`src/inc/fcl_pkg.sv`:
```
// shared constants for the fault current limit configuration block
package fcl_pkg;
    // register byte offsets
    localparam logic [7:0] FCL_OFF_CFG = 8'h90;
    localparam logic [7:0] FCL_OFF_STS = 8'ha0;
    localparam logic [7:0] FCL_OFF_MASK = 8'ha4;
    localparam logic [7:0] FCL_OFF_CTRL = 8'ha8;
    localparam logic [7:0] FCL_OFF_LOCK = 8'hac;
    // reset values
    localparam logic [31:0] FCL_CFG_RST = 32'h00000000;
    localparam logic [2:0] FCL_STS_RST = 3'h0;
    localparam logic [2:0] FCL_MASK_RST = 3'h0;
    localparam logic [2:0] FCL_LIMIT_RST = 3'h3;
    // writable bits of the configuration word, bit 31 held at zero
    localparam logic [31:0] FCL_CFG_WMASK = 32'h7fffffff;
    // field positions (lsb) of the configuration word
    localparam int FCL_TORQUE_LSB = 27;
    localparam int FCL_CMP_LSB = 23;
    localparam int FCL_ADC_LSB = 19;
    localparam int FCL_MODE_LSB = 15;
    localparam int FCL_RETRY_LSB = 7;
    // control word fields
    localparam int FCL_CTRL_LIMIT_LSB = 0;
    localparam int FCL_CTRL_CLEAR_BIT = 8;
    // status event bits
    localparam int FCL_EV_ADC = 0;
    localparam int FCL_EV_CMP = 1;
    localparam int FCL_EV_LATCH = 2;
    // lock response codes
    localparam logic [3:0] FCL_MODE_RETRY_MIN = 4'h4;
    localparam logic [3:0] FCL_MODE_REPORT = 4'h8;
    localparam logic [3:0] FCL_MODE_OFF_MIN = 4'h9;
    // current steps in units of 1/128 A
    localparam logic [9:0] FCL_CUR_BASE = 10'h00a;
    localparam logic [9:0] FCL_CUR_STEP = 10'h028;
    localparam logic [9:0] FCL_CUR_E = 10'h230;
    localparam logic [9:0] FCL_CUR_F = 10'h280;
    // retry interval step per code
    localparam int FCL_RETRY_STEP_MS = 100;
    localparam int FCL_CLK_KHZ = 10000;
    localparam int FCL_RETRY_STEP_CYC = FCL_RETRY_STEP_MS * FCL_CLK_KHZ;
    // axi responses
    localparam logic [1:0] FCL_RESP_OKAY = 2'h0;
    localparam logic [1:0] FCL_RESP_SLVERR = 2'h2;
    typedef enum logic [1:0] {FCL_LK_IDLE, FCL_LK_REPORT, FCL_LK_RETRY, FCL_LK_LATCHED} fcl_lk_t;
endpackage

```
`src/rtl/fcl_current_decode.sv`:
```
// decoder from a 4-bit current code to 1/128 A units
`timescale 1ns/1ns
module fcl_current_decode (
    input wire logic [3:0] code,
    output logic [9:0] current
);
    import fcl_pkg::*;
    always_comb begin
        case (code)
            4'h0: current = FCL_CUR_BASE;
            4'h1: current = 10'(FCL_CUR_BASE << 1);
            4'h2: current = 10'(FCL_CUR_BASE << 2);
            4'he: current = FCL_CUR_E;
            4'hf: current = FCL_CUR_F;
            default: current = 10'(FCL_CUR_STEP * 10'(code - 4'h1));
        endcase
    end
endmodule

```
`src/rtl/fcl_fault_config.sv`:
```
// fault current limit configuration register with lock response and axi4-lite slave
//
// Decided for this implementation: the AXI4-Lite register port.
`timescale 1ns/1ns
module fcl_fault_config #(
    parameter int ADDR_W = 8,
    parameter int RETRY_STEP_CYCLES = fcl_pkg::FCL_RETRY_STEP_CYC
) (
    input wire logic mclk,
    input wire logic reset_n,
    input wire logic [ADDR_W-1:0] s_axi_awaddr,
    input wire logic s_axi_awvalid,
    output logic s_axi_awready,
    input wire logic [31:0] s_axi_wdata,
    input wire logic [3:0] s_axi_wstrb,
    input wire logic s_axi_wvalid,
    output logic s_axi_wready,
    output logic [1:0] s_axi_bresp,
    output logic s_axi_bvalid,
    input wire logic s_axi_bready,
    input wire logic [ADDR_W-1:0] s_axi_araddr,
    input wire logic s_axi_arvalid,
    output logic s_axi_arready,
    output logic [31:0] s_axi_rdata,
    output logic [1:0] s_axi_rresp,
    output logic s_axi_rvalid,
    input wire logic s_axi_rready,
    input wire logic [9:0] adc_current,
    input wire logic adc_valid,
    input wire logic comp_lock_trip,
    output logic [9:0] torque_current_ref,
    output logic [9:0] comparator_lock_threshold,
    output logic fault_out_n,
    output logic gate_tristate,
    output logic brake_high,
    output logic brake_low,
    output logic irq
);
    import fcl_pkg::*;

    // refuse sizes that the decode and the retry timer cannot hold
    if (ADDR_W < 8 || RETRY_STEP_CYCLES < 1
        || RETRY_STEP_CYCLES > 32'h0fffffff) begin : g_param_check
        $error("fcl_fault_config: unsupported parameter values");
    end

    // register state
    logic [31:0] fault_config_one, next_fault_config_one;
    logic [2:0] irq_status, next_irq_status;
    logic [2:0] irq_mask, next_irq_mask;
    logic [2:0] retry_limit_count, next_retry_limit_count;
    logic next_irq;
    // bus state
    logic aw_held, next_aw_held, w_held, next_w_held;
    logic [ADDR_W-1:0] aw_addr, next_aw_addr;
    logic [31:0] w_data, next_w_data;
    logic [3:0] w_strb, next_w_strb;
    logic next_awready, next_wready, next_bvalid, next_arready, next_rvalid;
    logic [1:0] next_bresp, next_rresp;
    logic [31:0] next_rdata;
    // lock state
    fcl_lk_t lk_state, next_lk_state;
    logic [1:0] lk_action, next_lk_action;
    logic [2:0] retry_done, next_retry_done;
    logic [31:0] retry_timer, next_retry_timer;
    logic next_fault_out_n, next_gate_tristate, next_brake_high, next_brake_low;
    // pin synchroniser
    logic trip_s1, trip_s2, trip_s3, trip_stable, next_trip_stable;
    // decoded currents
    logic [9:0] dec_cur [3];
    logic [9:0] adc_limit;

    genvar gi;
    generate
        for (gi = 0; gi < 3; gi++) begin : g_dec
            fcl_current_decode u_dec (
                .code(fault_config_one[FCL_TORQUE_LSB - 4*gi +: 4]),
                .current(dec_cur[gi])
            );
        end
    endgenerate
    // adc threshold taken from bits 22-19
    assign adc_limit = dec_cur[2];

    function automatic logic [31:0] merge(input logic [31:0] old, input logic [31:0] d,
                                          input logic [3:0] s);
        logic [31:0] r;
        r = old;
        for (int b = 0; b < 4; b++) begin
            if (s[b]) begin
                r[8*b +: 8] = d[8*b +: 8];
            end
        end
        return r;
    endfunction

    function automatic logic hit(input logic [ADDR_W-1:0] a);
        logic [7:0] o;
        o = a[7:0];
        return ((a >> 8) == '0) && (o == FCL_OFF_CFG || o == FCL_OFF_STS ||
               o == FCL_OFF_MASK || o == FCL_OFF_CTRL || o == FCL_OFF_LOCK);
    endfunction

    // write becomes effective once address and data are both held
    logic do_write, wr_cfg, wr_sts, wr_mask, wr_ctrl, clear_req;
    logic [31:0] wr_merged;
    assign do_write = aw_held && w_held && !s_axi_bvalid;
    assign wr_cfg = do_write && hit(aw_addr) && aw_addr[7:0] == FCL_OFF_CFG;
    assign wr_sts = do_write && hit(aw_addr) && aw_addr[7:0] == FCL_OFF_STS;
    assign wr_mask = do_write && hit(aw_addr) && aw_addr[7:0] == FCL_OFF_MASK;
    assign wr_ctrl = do_write && hit(aw_addr) && aw_addr[7:0] == FCL_OFF_CTRL;
    assign wr_merged = merge(32'h0, w_data, w_strb);
    assign clear_req = wr_ctrl && wr_merged[FCL_CTRL_CLEAR_BIT];

    // bus channels
    always_comb begin
        next_aw_held = aw_held;
        next_aw_addr = aw_addr;
        next_w_held = w_held;
        next_w_data = w_data;
        next_w_strb = w_strb;
        next_bvalid = s_axi_bvalid;
        next_bresp = s_axi_bresp;
        next_rvalid = s_axi_rvalid;
        next_rdata = s_axi_rdata;
        next_rresp = s_axi_rresp;
        if (s_axi_awvalid && s_axi_awready) begin
            next_aw_held = 1'b1;
            next_aw_addr = s_axi_awaddr;
        end
        if (s_axi_wvalid && s_axi_wready) begin
            next_w_held = 1'b1;
            next_w_data = s_axi_wdata;
            next_w_strb = s_axi_wstrb;
        end
        if (s_axi_bvalid && s_axi_bready) begin
            next_bvalid = 1'b0;
        end
        if (do_write) begin
            next_aw_held = 1'b0;
            next_w_held = 1'b0;
            next_bvalid = 1'b1;
            next_bresp = hit(aw_addr) ? FCL_RESP_OKAY : FCL_RESP_SLVERR;
        end
        if (s_axi_rvalid && s_axi_rready) begin
            next_rvalid = 1'b0;
        end
        if (s_axi_arvalid && s_axi_arready) begin
            next_rvalid = 1'b1;
            next_rresp = hit(s_axi_araddr) ? FCL_RESP_OKAY : FCL_RESP_SLVERR;
            // unmapped reads return zero with slverr
            case (s_axi_araddr[7:0])
                FCL_OFF_CFG: next_rdata = fault_config_one;
                FCL_OFF_STS: next_rdata = {29'h0, irq_status};
                FCL_OFF_MASK: next_rdata = {29'h0, irq_mask};
                FCL_OFF_CTRL: next_rdata = {29'h0, retry_limit_count};
                FCL_OFF_LOCK: next_rdata = {24'h0, trip_stable, retry_done, 2'h0, lk_state};
                default: next_rdata = 32'h0;
            endcase
            if (!hit(s_axi_araddr)) begin
                next_rdata = 32'h0;
            end
        end
        next_awready = !next_aw_held && !next_bvalid;
        next_wready = !next_w_held && !next_bvalid;
        next_arready = !next_rvalid;
    end

    always_ff @(posedge mclk or negedge reset_n) begin
        if (!reset_n) begin
            aw_held <= 1'b0;
            aw_addr <= '0;
            w_held <= 1'b0;
            w_data <= 32'h0;
            w_strb <= 4'h0;
            s_axi_awready <= 1'b0;
            s_axi_wready <= 1'b0;
            s_axi_bvalid <= 1'b0;
            s_axi_bresp <= FCL_RESP_OKAY;
            s_axi_arready <= 1'b0;
            s_axi_rvalid <= 1'b0;
            s_axi_rdata <= 32'h0;
            s_axi_rresp <= FCL_RESP_OKAY;
        end else begin
            aw_held <= next_aw_held;
            aw_addr <= next_aw_addr;
            w_held <= next_w_held;
            w_data <= next_w_data;
            w_strb <= next_w_strb;
            s_axi_awready <= next_awready;
            s_axi_wready <= next_wready;
            s_axi_bvalid <= next_bvalid;
            s_axi_bresp <= next_bresp;
            s_axi_arready <= next_arready;
            s_axi_rvalid <= next_rvalid;
            s_axi_rdata <= next_rdata;
            s_axi_rresp <= next_rresp;
        end
    end

    // trip pin: only the agreeing later stages are looked at
    always_comb begin
        next_trip_stable = (trip_s2 == trip_s3) ? trip_s2 : trip_stable;
    end

    always_ff @(posedge mclk or negedge reset_n) begin
        if (!reset_n) begin
            trip_s1 <= 1'b0;
            trip_s2 <= 1'b0;
            trip_s3 <= 1'b0;
            trip_stable <= 1'b0;
        end else begin
            trip_s1 <= comp_lock_trip;
            trip_s2 <= trip_s1;
            trip_s3 <= trip_s2;
            trip_stable <= next_trip_stable;
        end
    end

    // lock detection and response
    logic [3:0] lk_mode;
    logic adc_over, ev_adc, ev_cmp, ev_latch;
    assign lk_mode = fault_config_one[FCL_MODE_LSB +: 4];
    // codes 9h and above disable detection
    assign adc_over = adc_valid && adc_current > adc_limit && lk_mode < FCL_MODE_OFF_MIN;
    assign ev_adc = adc_over && lk_state == FCL_LK_IDLE;
    assign ev_cmp = next_trip_stable && !trip_stable;
    assign ev_latch = next_lk_state == FCL_LK_LATCHED && lk_state != FCL_LK_LATCHED;

    always_comb begin
        next_lk_state = lk_state;
        next_lk_action = lk_action;
        next_retry_done = retry_done;
        next_retry_timer = retry_timer;
        case (lk_state)
            FCL_LK_IDLE: begin
                if (adc_over) begin
                    next_lk_action = lk_mode[1:0];
                    // report only, latch, or timed retry
                    if (lk_mode == FCL_MODE_REPORT) begin
                        next_lk_state = FCL_LK_REPORT;
                    end else if (lk_mode < FCL_MODE_RETRY_MIN) begin
                        next_lk_state = FCL_LK_LATCHED;
                    end else if (retry_done >= retry_limit_count) begin
                        next_lk_state = FCL_LK_LATCHED;
                    end else begin
                        next_lk_state = FCL_LK_RETRY;
                        next_retry_timer = 32'(({28'h0, fault_config_one[FCL_RETRY_LSB +: 4]}
                                           + 32'h1) * 32'(RETRY_STEP_CYCLES));
                    end
                end
            end
            FCL_LK_RETRY: begin
                // automatic clear after the retry interval
                if (retry_timer <= 32'h1) begin
                    next_lk_state = FCL_LK_IDLE;
                    next_retry_done = retry_done + 3'h1;
                end else begin
                    next_retry_timer = retry_timer - 32'h1;
                end
            end
            FCL_LK_REPORT, FCL_LK_LATCHED: begin
                // latched faults leave only by software clear
                if (clear_req) begin
                    next_lk_state = FCL_LK_IDLE;
                    next_retry_done = 3'h0;
                end
            end
            default: next_lk_state = FCL_LK_IDLE;
        endcase
        if (clear_req && lk_state == FCL_LK_IDLE) begin
            next_retry_done = 3'h0;
        end
        next_fault_out_n = next_lk_state == FCL_LK_IDLE;
        next_gate_tristate = 1'b0;
        next_brake_high = 1'b0;
        next_brake_low = 1'b0;
        if (next_lk_state == FCL_LK_RETRY || next_lk_state == FCL_LK_LATCHED) begin
            next_gate_tristate = !next_lk_action[1];
            next_brake_high = next_lk_action == 2'h2;
            next_brake_low = next_lk_action == 2'h3;
        end
    end

    always_ff @(posedge mclk or negedge reset_n) begin
        if (!reset_n) begin
            lk_state <= FCL_LK_IDLE;
            lk_action <= 2'h0;
            retry_done <= 3'h0;
            retry_timer <= 32'h0;
            fault_out_n <= 1'b1;
            gate_tristate <= 1'b0;
            brake_high <= 1'b0;
            brake_low <= 1'b0;
        end else begin
            lk_state <= next_lk_state;
            lk_action <= next_lk_action;
            retry_done <= next_retry_done;
            retry_timer <= next_retry_timer;
            fault_out_n <= next_fault_out_n;
            gate_tristate <= next_gate_tristate;
            brake_high <= next_brake_high;
            brake_low <= next_brake_low;
        end
    end

    // configuration, interrupt status and mask
    always_comb begin
        next_fault_config_one = fault_config_one;
        next_irq_mask = irq_mask;
        next_retry_limit_count = retry_limit_count;
        next_irq_status = irq_status;
        if (wr_cfg) begin
            next_fault_config_one = merge(fault_config_one, w_data, w_strb) & FCL_CFG_WMASK;
        end
        // both fields sit in byte 0, so only its strobe matters
        if (wr_mask && w_strb[0]) begin
            next_irq_mask = w_data[2:0];
        end
        if (wr_ctrl && w_strb[0]) begin
            next_retry_limit_count = w_data[FCL_CTRL_LIMIT_LSB +: 3];
        end
        // a new event outweighs a clear in the same cycle
        if (wr_sts) begin
            next_irq_status = irq_status & ~wr_merged[2:0];
        end
        next_irq_status[FCL_EV_ADC] = next_irq_status[FCL_EV_ADC] | ev_adc;
        next_irq_status[FCL_EV_CMP] = next_irq_status[FCL_EV_CMP] | ev_cmp;
        next_irq_status[FCL_EV_LATCH] = next_irq_status[FCL_EV_LATCH] | ev_latch;
        next_irq = |(next_irq_status & next_irq_mask);
    end

    always_ff @(posedge mclk or negedge reset_n) begin
        if (!reset_n) begin
            fault_config_one <= FCL_CFG_RST;
            irq_status <= FCL_STS_RST;
            irq_mask <= FCL_MASK_RST;
            retry_limit_count <= FCL_LIMIT_RST;
            irq <= 1'b0;
            torque_current_ref <= 10'h0;
            comparator_lock_threshold <= 10'h0;
        end else begin
            fault_config_one <= next_fault_config_one;
            irq_status <= next_irq_status;
            irq_mask <= next_irq_mask;
            retry_limit_count <= next_retry_limit_count;
            irq <= next_irq;
            torque_current_ref <= dec_cur[0];
            comparator_lock_threshold <= dec_cur[1];
        end
    end
endmodule

```
`config.mk`:
```
export PLATFORM = sky130hd
export DESIGN_NAME = fcl_fault_config
export DESIGN_NICKNAME = d
export VERILOG_FILES = /design/src/inc/fcl_pkg.sv /design/src/rtl/fcl_current_decode.sv /design/src/rtl/fcl_fault_config.sv
export SDC_FILE = /design/constraint.sdc
export NUM_CORES = 1
export LEC_CHECK = 0
export ABC_CLOCK_PERIOD_IN_PS = 4530
export BUFFER_PORTS_ARGS = -buffer_cell sky130_fd_sc_hd__buf_2
export CAP_MARGIN = 20
export CORE_UTILIZATION = 58
export CTS_CLUSTER_SIZE = 25
export DETAILED_ROUTE_END_ITERATION = 16
export PLACE_DENSITY_LB_ADDON = 0.15
export SLEW_MARGIN = 30
export SYNTH_ARGS = -nofsm -noshare
export SYNTH_HDL_FRONTEND = slang
export SYNTH_SLANG_ARGS = --single-unit
```
`constraint.sdc`:
```
create_clock -name mclk -period 4.53 [get_ports mclk]
set_input_delay 0.2265 -clock mclk [delete_from_list [all_inputs] [get_ports mclk]]
set_output_delay 0.2265 -clock mclk [all_outputs]
set_load 0.1 [all_outputs]
```
=== Yosys cells after proc, flatten, opt, wreduce, memory -nomap -nowiden ===
Index checks and enable logic that the tools add are counted.

* Word-level logic and storage cells: 191
* Memories kept: 0
* Memory bits (read-only): 0
* Bits in registers: 194
* Bits in writable memories: 0
* Input port bits: 71
* Latch bits: 0
* Output and inout port bits: 66

* Add/subtract/negate cells: 6
* Bitwise gates (word level): 6
* Divide/modulo/power cells: 0
* Equality and inequality tests: 39
* Shifts and indexed selects: 0
* Multipliers: 4
* Mux-type cells: 42
* Reductions and logical operators: 54
* $lt $le $gt $ge: 5

{| class="wikitable"
|+ Operators with widths
! operator !! count
|-
| 2-to-1 mux 32 bit || 5
|-
| one-hot mux 31 bit (5 select lines) || 1
|-
| one-hot mux 10 bit (5 select lines) || 3
|-
| == test 8 bit, second input constant || 10
|-
| one-hot mux 32 bit (2 select lines) || 1
|-
| less-or-equal comparator 32 x 1 -> 1 bit, second input constant || 1
|-
| subtractor 32 x 1 -> 32 bit, second input constant || 1
|-
| 2-to-1 mux 31 bit || 1
|-
| multiplier 3 x 10 -> 7 bit, first input constant || 3
|-
| == test 4 bit, second input constant || 7
|-
| logical AND 1 bit || 23
|-
| multiplier 5 x 14 -> 19 bit, second input constant || 1
|-
| 2-to-1 mux 3 bit || 6
|-
| 2-to-1 mux 2 bit || 8
|-
| 2-to-1 mux 1 bit || 15
|-
| subtractor 4 x 1 -> 5 bit, second input constant || 3
|-
| == test 2 bit, second input constant || 6
|-
| == test 4 x 1 -> 1 bit, second input constant || 3
|-
| == test 4 x 2 -> 1 bit, second input constant || 3
|-
| logical NOT 4 bit || 3
|-
| != test 2 bit, second input constant || 6
|-
| > comparator 10 bit || 1
|-
| logical OR 1 bit || 9
|-
| AND reduction 2 bit || 4
|-
| 21 further kinds || 32
|}

=== Logic depth before layout (Yosys ltp) ===
Gate-level depths: netlist (run 1).

* Word-level depth: 15
* Gate-level depth with buffers: 18

=== By module ===
From an unflattened synthesis (run 1), not the netlist that was laid out.

* Cells, all modules: 987
* Area total of the unflattened synthesis: 10456.3 µm²

{| class="wikitable"
|+ By module, submodules not included
! module !! area an instance (µm²) !! times used !! sequential area each (µm²) !! cells an instance
|-
| fcl_fault_config || 9183.8 || 1 || 4783.3 || 840
|-
| fcl_current_decode || 424.2 || 3 || 0.0 || 49
|}

=== Worst setup path before layout (run 1) ===
OpenSTA, ideal clock, no wires.

* Path kind: flip-flop to flip-flop
* Start point: reg fault_config_one[7]
* End point: reg retry_timer[23]
* Setup time: 0.126 ns
* Arrival: 4.035 ns
* Stages on the path, launching flop included: 15
* Setup slack: 0.369 ns
* Cell sequence: dfrtp_1 clkbuf_1 nand3_1 xnor2_1 fa_1 fa_1 inv_1 ha_1 ha_1 nor4_1 a21oi_1 a21boi_0 or3_1 and3_1 o32a_1

* Word-level cells in the longest chain between the ends: 7

{| class="wikitable"
|+ RTL lines
! what !! RTL line !! text
|-
| start, declared || fcl_fault_config.sv:48 || <nowiki>logic [31:0] fault_config_one, next_fault_config_one;</nowiki>
|-
| start signal, assigned || fcl_fault_config.sv:343 || <nowiki>fault_config_one <= next_fault_config_one;</nowiki>
|-
| adder 4 x 1 -> 5 bit || fcl_fault_config.sv:249 || <nowiki>+ 32'h1) * 32'(RETRY_STEP_CYCLES));</nowiki>
|-
| multiplier 5 x 14 -> 19 bit || fcl_fault_config.sv:249 ||
|-
| 2-to-1 mux 32 bit || fcl_fault_config.sv:244 || <nowiki>end else if (retry_done >= retry_limit_count) begin</nowiki>
|-
| 2-to-1 mux 32 bit || fcl_fault_config.sv:242 || <nowiki>end else if (lk_mode < FCL_MODE_RETRY_MIN) begin</nowiki>
|-
| 2-to-1 mux 32 bit || fcl_fault_config.sv:240 || <nowiki>if (lk_mode == FCL_MODE_REPORT) begin</nowiki>
|-
| 2-to-1 mux 32 bit || fcl_fault_config.sv:237 || <nowiki>if (adc_over) begin</nowiki>
|-
| one-hot mux 32 bit (2 select lines) || fcl_fault_config.sv:235 || <nowiki>case (lk_state)</nowiki>
|-
| end signal, assigned || fcl_fault_config.sv:299 || <nowiki>retry_timer <= next_retry_timer;</nowiki>
|-
| end, declared || fcl_fault_config.sv:65 || <nowiki>logic [31:0] retry_timer, next_retry_timer;</nowiki>
|}

Every way passes these cells. The select of a mux whose other input is x is not followed.
A chain may end at the register's enable or synchronous reset.

=== Worst setup path after layout (run 1) ===
* Start point: reg fault_config_one[19]
* End point: reg brake_high

* Elaborated cells between the ends (all ways): 20
* Classes of those cells: add/sub: 1; mul: 1; order compare: 1; eq/ne: 7; mux: 6; reduce/logical: 4

{| class="wikitable"
|+ RTL lines
! what !! RTL line !! text
|-
| subtractor 4 x 1 -> 5 bit || fcl_current_decode.sv:15 || <nowiki>default: current = 10'(FCL_CUR_STEP * 10'(code - 4'h1));</nowiki>
|-
| multiplier 3 x 10 -> 7 bit || fcl_current_decode.sv:15 ||
|-
| one-hot mux 10 bit (5 select lines) (*) || fcl_current_decode.sv:9 || <nowiki>case (code)</nowiki>
|-
| > comparator 10 bit (*) || fcl_fault_config.sv:225 || <nowiki>assign adc_over = adc_valid && adc_current > adc_limit && lk_mode < FCL_MODE_OFF_MIN;</nowiki>
|-
| logical AND 1 bit (*) (2 in a row) || fcl_fault_config.sv:225 ||
|-
| 2-to-1 mux 2 bit (*) || fcl_fault_config.sv:237 ||
|-
| 2-to-1 mux 2 bit (*) || fcl_fault_config.sv:235 ||
|-
| via next_lk_action[0] || fcl_fault_config.sv:63 || <nowiki>logic [1:0] lk_action, next_lk_action;</nowiki>
|-
| == test 2 bit (*) || fcl_fault_config.sv:280 || <nowiki>next_brake_high = next_lk_action == 2'h2;</nowiki>
|-
| 2-to-1 mux 1 bit (*) || fcl_fault_config.sv:278 || <nowiki>if (next_lk_state == FCL_LK_RETRY || next_lk_state == FCL_LK_LATCHED) begin</nowiki>
|-
| via next_brake_high || fcl_fault_config.sv:66 || <nowiki>logic next_fault_out_n, next_gate_tristate, next_brake_high, next_brake_low;</nowiki>
|-
| end signal, assigned || fcl_fault_config.sv:302 || <nowiki>brake_high <= next_brake_high;</nowiki>
|-
| end, declared || fcl_fault_config.sv:35 || <nowiki>output logic brake_high,</nowiki>
|}

Mark *: on every way through the listed nets, which the timed path passes. The rest lies on a longest branch.

==> impl_metrics.tcl, run 1 <==
set metrics [dict create \
    outcome "complete, no violations" \
    die_y_um 135 \
    drive_above_1_share_pct 26.1 \
    syn2layout_area_growth_pct 15.4 \
    dp_hpwl_mm 16.4 \
    critPathMaxStageDelay_ns 0.47 \
    place.gp.congestion 0.844 \
    crit_cells 17 \
    cts_resized 0 \
    vdd_drop_max_mv 0.562 \
    yosys.cell_types.count 72 \
    worst_ep_arrival_time_ns 4.48 \
    fin_crit_sh_pct 92.2 \
    crit_path_end "brake_high" \
    start_kind "register" \
    crit_slowest_cell "dfrtp_1" \
    multi_input_area_sq_um 5190 \
    slew_headroom_pct 37.5 \
    cts.clk_slew.worst_paths_ns 0.07 \
    cp-startpoint "fault_config_one[19]" \
    worst_slack_ns 0.352 \
    cts_tree "done" \
    cts_setup_buffers 0 \
    drtPass1Iterations 6 \
    synth_flop_cell "dfrtp_1" \
    hold_class "in -> reg" \
    reg2reg_slack_ns 0.35 \
    end_kind "register" \
    coreArea_sq_um 17300 \
    diodes 0 \
    gr-total-overflow 0 \
    ys_ff_latch 189 \
    portBuffers 130 \
    die-area_sq_um 18300 \
    drc_errors 0 \
    die_x_um 135 \
    cp_cell_sequence "inv_1 -> ha_1 -> nor2b_1 -> or2_2 -> ha_1 -> ha_1 -> inv_1 -> fa_1 -> inv_1 -> a22oi_1 -> ha_1 -> nand4_1 -> o221a_2 -> o211ai_1 -> buf_4 -> mux2_2 -> nor4b_1" \
    ios 137 \
    avgRoutedWirePerCell_um 17.1 \
    mostFrequentLayoutCells "186 x dfrtp_1, 129 x buf_2, 106 x nand2_1, 80 x mux2_2, 76 x ha_1" \
    leakage_nw 5.60 \
    initial_utilization_pct 59.5 \
    setup_violations 0 \
    vias 7693 \
    synth_area_per_cell_sq_um 10.6 \
    r2r_cells 17 \
    fin_skew_ns 0.0113 \
    rows 48 \
    max_cap_viol_count 0 \
    htree_levels 4 \
    rsz0062_at_grt "no" \
    viasPerCell 5.73 \
    ant_nets 0 \
    syn_area_sq_um 10300 \
    fmax_mhz 239 \
    seq_area_sq_um 4730 \
    clock_sinks 189 \
    async_flop_share_pct 100 \
    cp_common_cell "ha_1" \
    yosysSeqAreaShare_pct 46.0 \
    grt_first_pass_wirelength_mm 37.6 \
    path_buf_inv 4 \
    fillers 1345 \
    syn_inst 968 \
    period_minus_slack_ns 4.18 \
    cp.required_ns 4.83 \
    cp_top_family "adder cells" \
    setup_tns_ns 0 \
    antenna_found_initial 0 \
    cts-root-buf "clkbuf_16" \
    yosysWarnings 0 \
    tightest_slew_ns 0.929 \
    grt_max_degree 130 \
    ctsLongestPathBuffers 2 \
    cts_hold_buf 2 \
    r2r-end "brake_high" \
    grt_pass1_vias 7439 \
    hold_viol 0 \
    clk_latency_ns 0.43 \
    setup.worst_path.class "reg -> reg" \
    place_ws_ns 0.382 \
    routed_wirelength_mm 22.9 \
    final_nets 1261 \
    mostFrequentLayoutCell "dfrtp_1" \
    drt_iter0_markers 375 \
    worstReg2RegStart "fault_config_one[19]" \
    path_max_fanout 7 \
    p_per_area_nw_per_um2 527 \
    grtUsageTotal_pct 26.3 \
    synth_edf_count 0 \
    drv_slew 0 \
    numCtsBuffers 17 \
]
==> worst register-to-register path: cells and delay by family (launching register included) <==
family                   cells  cell delay, ns
adder cells (fa/ha/maj)      5            1.34
AND/OR/NAND/NOR              4            0.96
buffers and inverters        4            0.49
flip-flops                   1            0.47
AO/OA/AOI/OAI                3            0.43
multiplexers                 1            0.37
==> cell type report <==
class                   count  area share [%]
clock buffers              19            3.73
clock inverters            12            1.48
inverters                  54            1.71
multi-input cells         692            43.7
flip-flops and latches    189            39.9
well taps                 225            2.37
repair buffers            151            7.10
==> state kept, by name, summed over array words and instances (netlist names), 2 cells and up <==
signal                     flops
w_strb                         4
lk_state                       2
irq_mask                       3
retry_done                     3
s_axi_rdata                   31
comparator_lock_threshold      9
retry_timer                   32
w_data                        31
fault_config_one              31
aw_addr                        8
lk_action                      2
irq_status                     3
torque_current_ref             9
retry_limit_count              3
==> synthesized netlist by cell type, drive strengths merged, types with 4 or more instances <==
| master | count | area share [%] |
|---|---|---|
| a22o | 6 | 0.51 |
| nand2b | 12 | 0.73 |
| inv | 54 | 2.0 |
| or2 | 6 | 0.36 |
| mux2i | 4 | 0.39 |
| a21o | 8 | 0.58 |
| o22ai | 12 | 0.73 |
| o211ai | 4 | 0.29 |
| nand2 | 107 | 3.9 |
| or3 | 4 | 0.24 |
| buf | 13 | 0.96 |
| or4 | 6 | 0.55 |
| a31oi | 12 | 0.73 |
| nor2 | 39 | 1.4 |
| o41ai | 5 | 0.43 |
| nand3b | 4 | 0.29 |
| a2bb2oi | 5 | 0.61 |
| o2bb2ai | 4 | 0.34 |
| nor4 | 15 | 1.1 |
| a21boi | 4 | 0.29 |
| a21oi | 36 | 1.9 |
| xnor2 | 14 | 1.2 |
| and2 | 16 | 0.97 |
| clkbuf | 24 | 0.88 |
| o31ai | 7 | 0.51 |
| dfrtp | 186 | 45 |
| xor2 | 16 | 1.4 |
| fa | 9 | 1.8 |
| and3 | 5 | 0.30 |
| nand3 | 23 | 1.1 |
| o21ai | 62 | 3.0 |
| nor3 | 28 | 1.6 |
| mux2 | 80 | 8.8 |
| nor2b | 8 | 0.49 |
| a22oi | 10 | 0.73 |
| ha | 76 | 9.2 |
==> how the worst min path moves through the flow <==
stage                    start      endpoint  cells after the start
6_report          s_axi_rready  s_axi_rvalid                      2
4_1_cts           s_axi_rready  s_axi_rvalid                      2
3_3_place_gp    comp_lock_trip       trip_s1                      1
3_5_place_dp    comp_lock_trip       trip_s1                      1
5_1_grt        s_axi_awaddr[1]    aw_addr[1]                      2
2_1_floorplan          reset_n    aw_addr[0]                      0
==> where the power goes <==
group          internal, mW  switching, mW
Clock                 0.902          0.673
Sequential             2.06          0.278
Combinational         0.856           1.49
Total                  3.81           2.44
==> per-stage QoR <==
stage / area, sq um / power, mW / hold WS [ns] / util [%] / instances
after global routing: 11900 / 6.62 / 0.00416 / 68.6 / 1342
final: 11900 / 6.26 / 0.0165 / 68.6 / 1342
after floorplan: 10300 / 4.18 / -0.0691 / - / 972
after detailed placement: 11200 / 4.69 / 0.336 / 64.8 / 1308
after global placement: 11200 / 4.62 / 0.338 / 64.7 / 1308
after CTS: 11800 / 6.29 / 0.00300 / 68.5 / 1341
==> routing by layer <==
| layer | vias up | wire length (um) | track usage, % |
|---|---|---|---|
| met3 | 33 | 1030 | 5.87 |
| met1 | 3755 | 10600 | 36.2 |
| li1 | 3719 | - | - |
| met5 | - | 0 | 0 |
| met4 | 0 | 342 | 7.43 |
| met2 | 186 | 11000 | 42.0 |
==> cells by family after synthesis <==
logic type | count (synthesis) | synth area share, %
AND/OR/NAND/NOR | 292 | 14.6
AO/OA/AOI/OAI | 193 | 12.3
flip-flops | 189 | 46.0
buffers and inverters | 91 | 3.81
adder cells (fa/ha/maj) | 86 | 11.1
multiplexers | 86 | 9.59
XOR/XNOR | 30 | 2.55
other | 1 | 0.0365
Power figures use the tool's default switching activity.
==> run 2, diff against run 1 <==
--- a/config.mk
+++ b/config.mk
@@ -5,10 +5,10 @@
 export SDC_FILE = /design/constraint.sdc
 export NUM_CORES = 1
 export LEC_CHECK = 0
-export ABC_CLOCK_PERIOD_IN_PS = 4530
+export ABC_CLOCK_PERIOD_IN_PS = 3770
 export BUFFER_PORTS_ARGS = -buffer_cell sky130_fd_sc_hd__buf_2
 export CAP_MARGIN = 20
-export CORE_UTILIZATION = 58
+export CORE_UTILIZATION = 53
 export CTS_CLUSTER_SIZE = 25
 export DETAILED_ROUTE_END_ITERATION = 16
 export PLACE_DENSITY_LB_ADDON = 0.15
==> constraint.sdc (replaced) <==
create_clock -name mclk -period 3.77 [get_ports mclk]
set_input_delay 0.1885 -clock mclk [delete_from_list [all_inputs] [get_ports mclk]]
set_output_delay 0.1885 -clock mclk [all_outputs]
set_load 0.1 [all_outputs]
==> run 2 against run 1 <==
- count of clock-buffer cells in the layout did not move
- cell area up 7.9%
- clock power grew 18%
- critical path depth shrank 2
- non-clock buffer count increased by 71
- maximum frequency grew 15%
- critical endpoint is now retry_timer[23]
==> impl_metrics.tcl, run 2 (synthesis gave the netlist of run 1 again) <==
set metrics [dict create \
    worstReg2RegStart "fault_config_one[8]" \
    p_per_area_nw_per_um2 605 \
    cts-root-buf "clkbuf_16" \
    vdd_drop_max_mv 0.687 \
    die_y_um 141 \
    initial_utilization_pct 54.4 \
    drt_iter0_markers 526 \
    worst_ep_arrival_time_ns 3.95 \
    ios 137 \
    path_max_fanout 3 \
    portBuffers 130 \
    drive_above_1_share_pct 30.5 \
    slew_headroom_pct 42.8 \
    leakage_nw 5.95 \
    end_kind "register" \
    period_minus_slack_ns 3.64 \
    r2r_cells 15 \
    syn2layout_area_growth_pct 24.5 \
    multi_input_area_sq_um 5460 \
    routed_wirelength_mm 24.3 \
    p_sw_mw 3.05 \
    place_ws_ns -0.0508 \
    numCtsBuffers 17 \
    holdPathEnd "aw_addr[5]" \
    die_x_um 141 \
    final_nets 1332 \
    mostFrequentLayoutCells "184 x dfrtp_1, 129 x buf_2, 106 x nand2_1, 78 x mux2_2, 66 x ha_1" \
    combPwrFrac_pct 40.0 \
    ant_nets 0 \
    cts.clk_slew.worst_paths_ns 0.07 \
    switching_share_pct 39.3 \
    grt_pass1_vias 7922 \
    final_util_pct 67.8 \
    fillers 1469 \
    largest-register "retry_timer" \
    grt_max_degree 112 \
    worst_slack_ns 0.132 \
    ctsLongestPathBuffers 2 \
    drtPass1Iterations 5 \
    fin_crit_sh_pct 96.5 \
    drc_errors 0 \
    gr-total-overflow 0 \
    cts_tree "done" \
    min_delay_path_depth 2 \
    vias 7949 \
    fin_skew_ns 0.0105 \
    rows 50 \
    grtUsageTotal_pct 24.9 \
    antenna_found_initial 1 \
    mostFrequentLayoutCell "dfrtp_1" \
    clk_latency_ns 0.43 \
    hold_class "in -> reg" \
    largest_reg_flops 32 \
    r2r-end "retry_timer[23]" \
    max_cap_viol_count 0 \
    outcome "complete, no violations" \
    drv_slew 0 \
    hold_viol 0 \
    hold_start "s_axi_awaddr[5]" \
    clock_sinks 189 \
    tightest_slew_ns 0.859 \
    setup.worst_path.class "reg -> reg" \
    power.internal_mw 4.70 \
    finalPower_mw 7.75 \
    place.gp.congestion 0.830 \
    setup_violations 0 \
    power_frac_clock_pct 23.9 \
    dp_hpwl_mm 17.0 \
    die-area_sq_um 20000 \
    seq_area_sq_um 4740 \
    grt_first_pass_wirelength_mm 38.9 \
    fmax_mhz 275 \
    htree_levels 4 \
    viasPerCell 5.49 \
    seqPwrFrac_pct 36.1 \
    cp.required_ns 4.08 \
    coreArea_sq_um 18900 \
    start_kind "register" \
    avgRoutedWirePerCell_um 16.8 \
    setup_tns_ns 0 \
    reg2reg_slack_ns 0.13 \
]
[run 2: cell types whose count changed in the layout (fill, tap and decap cells not counted), moves of 3 or more]
cell,before,now
dlygate4sd3_1,2,40
buf_4,18,49
ha_1,76,66
ha_4,0,9
inv_1,54,49
inv_2,0,5
a21oi_1,35,31
a21oi_2,0,4
inv_8,4,1
[run 2: worst max path at each step]
stage / from / to / slack [ns] / depth (start not counted)
global placement: fault_config_one[7] / retry_timer[23] / 0.007 / 14
floorplan: fault_config_one[20] / brake_high / 0.01 / 17
global route: fault_config_one[20] / brake_high / -0.02 / 17
detailed placement: fault_config_one[8] / retry_timer[23] / -0.05 / 14
CTS: fault_config_one[8] / retry_timer[24] / 0.01 / 15
finish: fault_config_one[8] / retry_timer[23] / 0.13 / 15
[run 2: repair_timing]
action                     in CTS  in global routing
hold buffers                   39                  1
resized for setup               3                 34
hold endpoints to repair      144                  1
buffers inserted                4                  4
pin swaps                       3                 22
setup endpoints to repair       6                 26
[run 2: layer usage]
layer | track usage [%] | vias up | part of all wire [%]
li1 | - | 3857 | -
met1 | 34.0 | 3884 | 46
met2 | 41.1 | 190 | 49
met3 | 4.12 | 18 | 4.1
met4 | 6.81 | 0 | 0.99
met5 | 0 | - | 0
[run 2: worst max-delay path: stages (launching register included)]
cell	delay, ns
dfrtp_2	0.44
ha_4	0.20
xor2_4	0.18
buf_4	0.14
ha_1	0.28
ha_1	0.28
inv_1	0.05
fa_1	0.50
inv_1	0.04
ha_1	0.34
nor4_2	0.22
a21oi_1	0.06
a21boi_2	0.18
or3_1	0.31
and3_1	0.15
o32a_1	0.16
[run 2: per-stage QoR]
stage / hold slack (ns) / area [sq um] / cells
2_1_floorplan: -0.107 / 10400 / 972
6_report: 0.0134 / 12800 / 1449
3_3_place_gp: 0.300 / 11500 / 1370
3_5_place_dp: 0.300 / 11600 / 1370
5_1_grt: 0.00312 / 12800 / 1449
4_1_cts: 0.00148 / 12600 / 1444
[run 2: final cells by class]
class                   instances  share of cell area, %
diodes                          1                 0.0195
clock buffers                  19                   3.54
clock inverters                12                   1.19
inverters                      54                   1.58
multi-input cells             692                   42.6
flip-flops and latches        189                   37.0
well taps                     260                   2.54
repair buffers                222                   11.6
[run 2: power groups by stage]
stage,registers [mW],clock network [mW],logic (mW)
finish,2.79,1.85,3.10
global route,2.85,1.96,3.37
CTS,2.78,1.87,2.99
detailed placement,2.82,0,2.92
global placement,2.79,0,2.86
floorplan,3.45,0,1.59
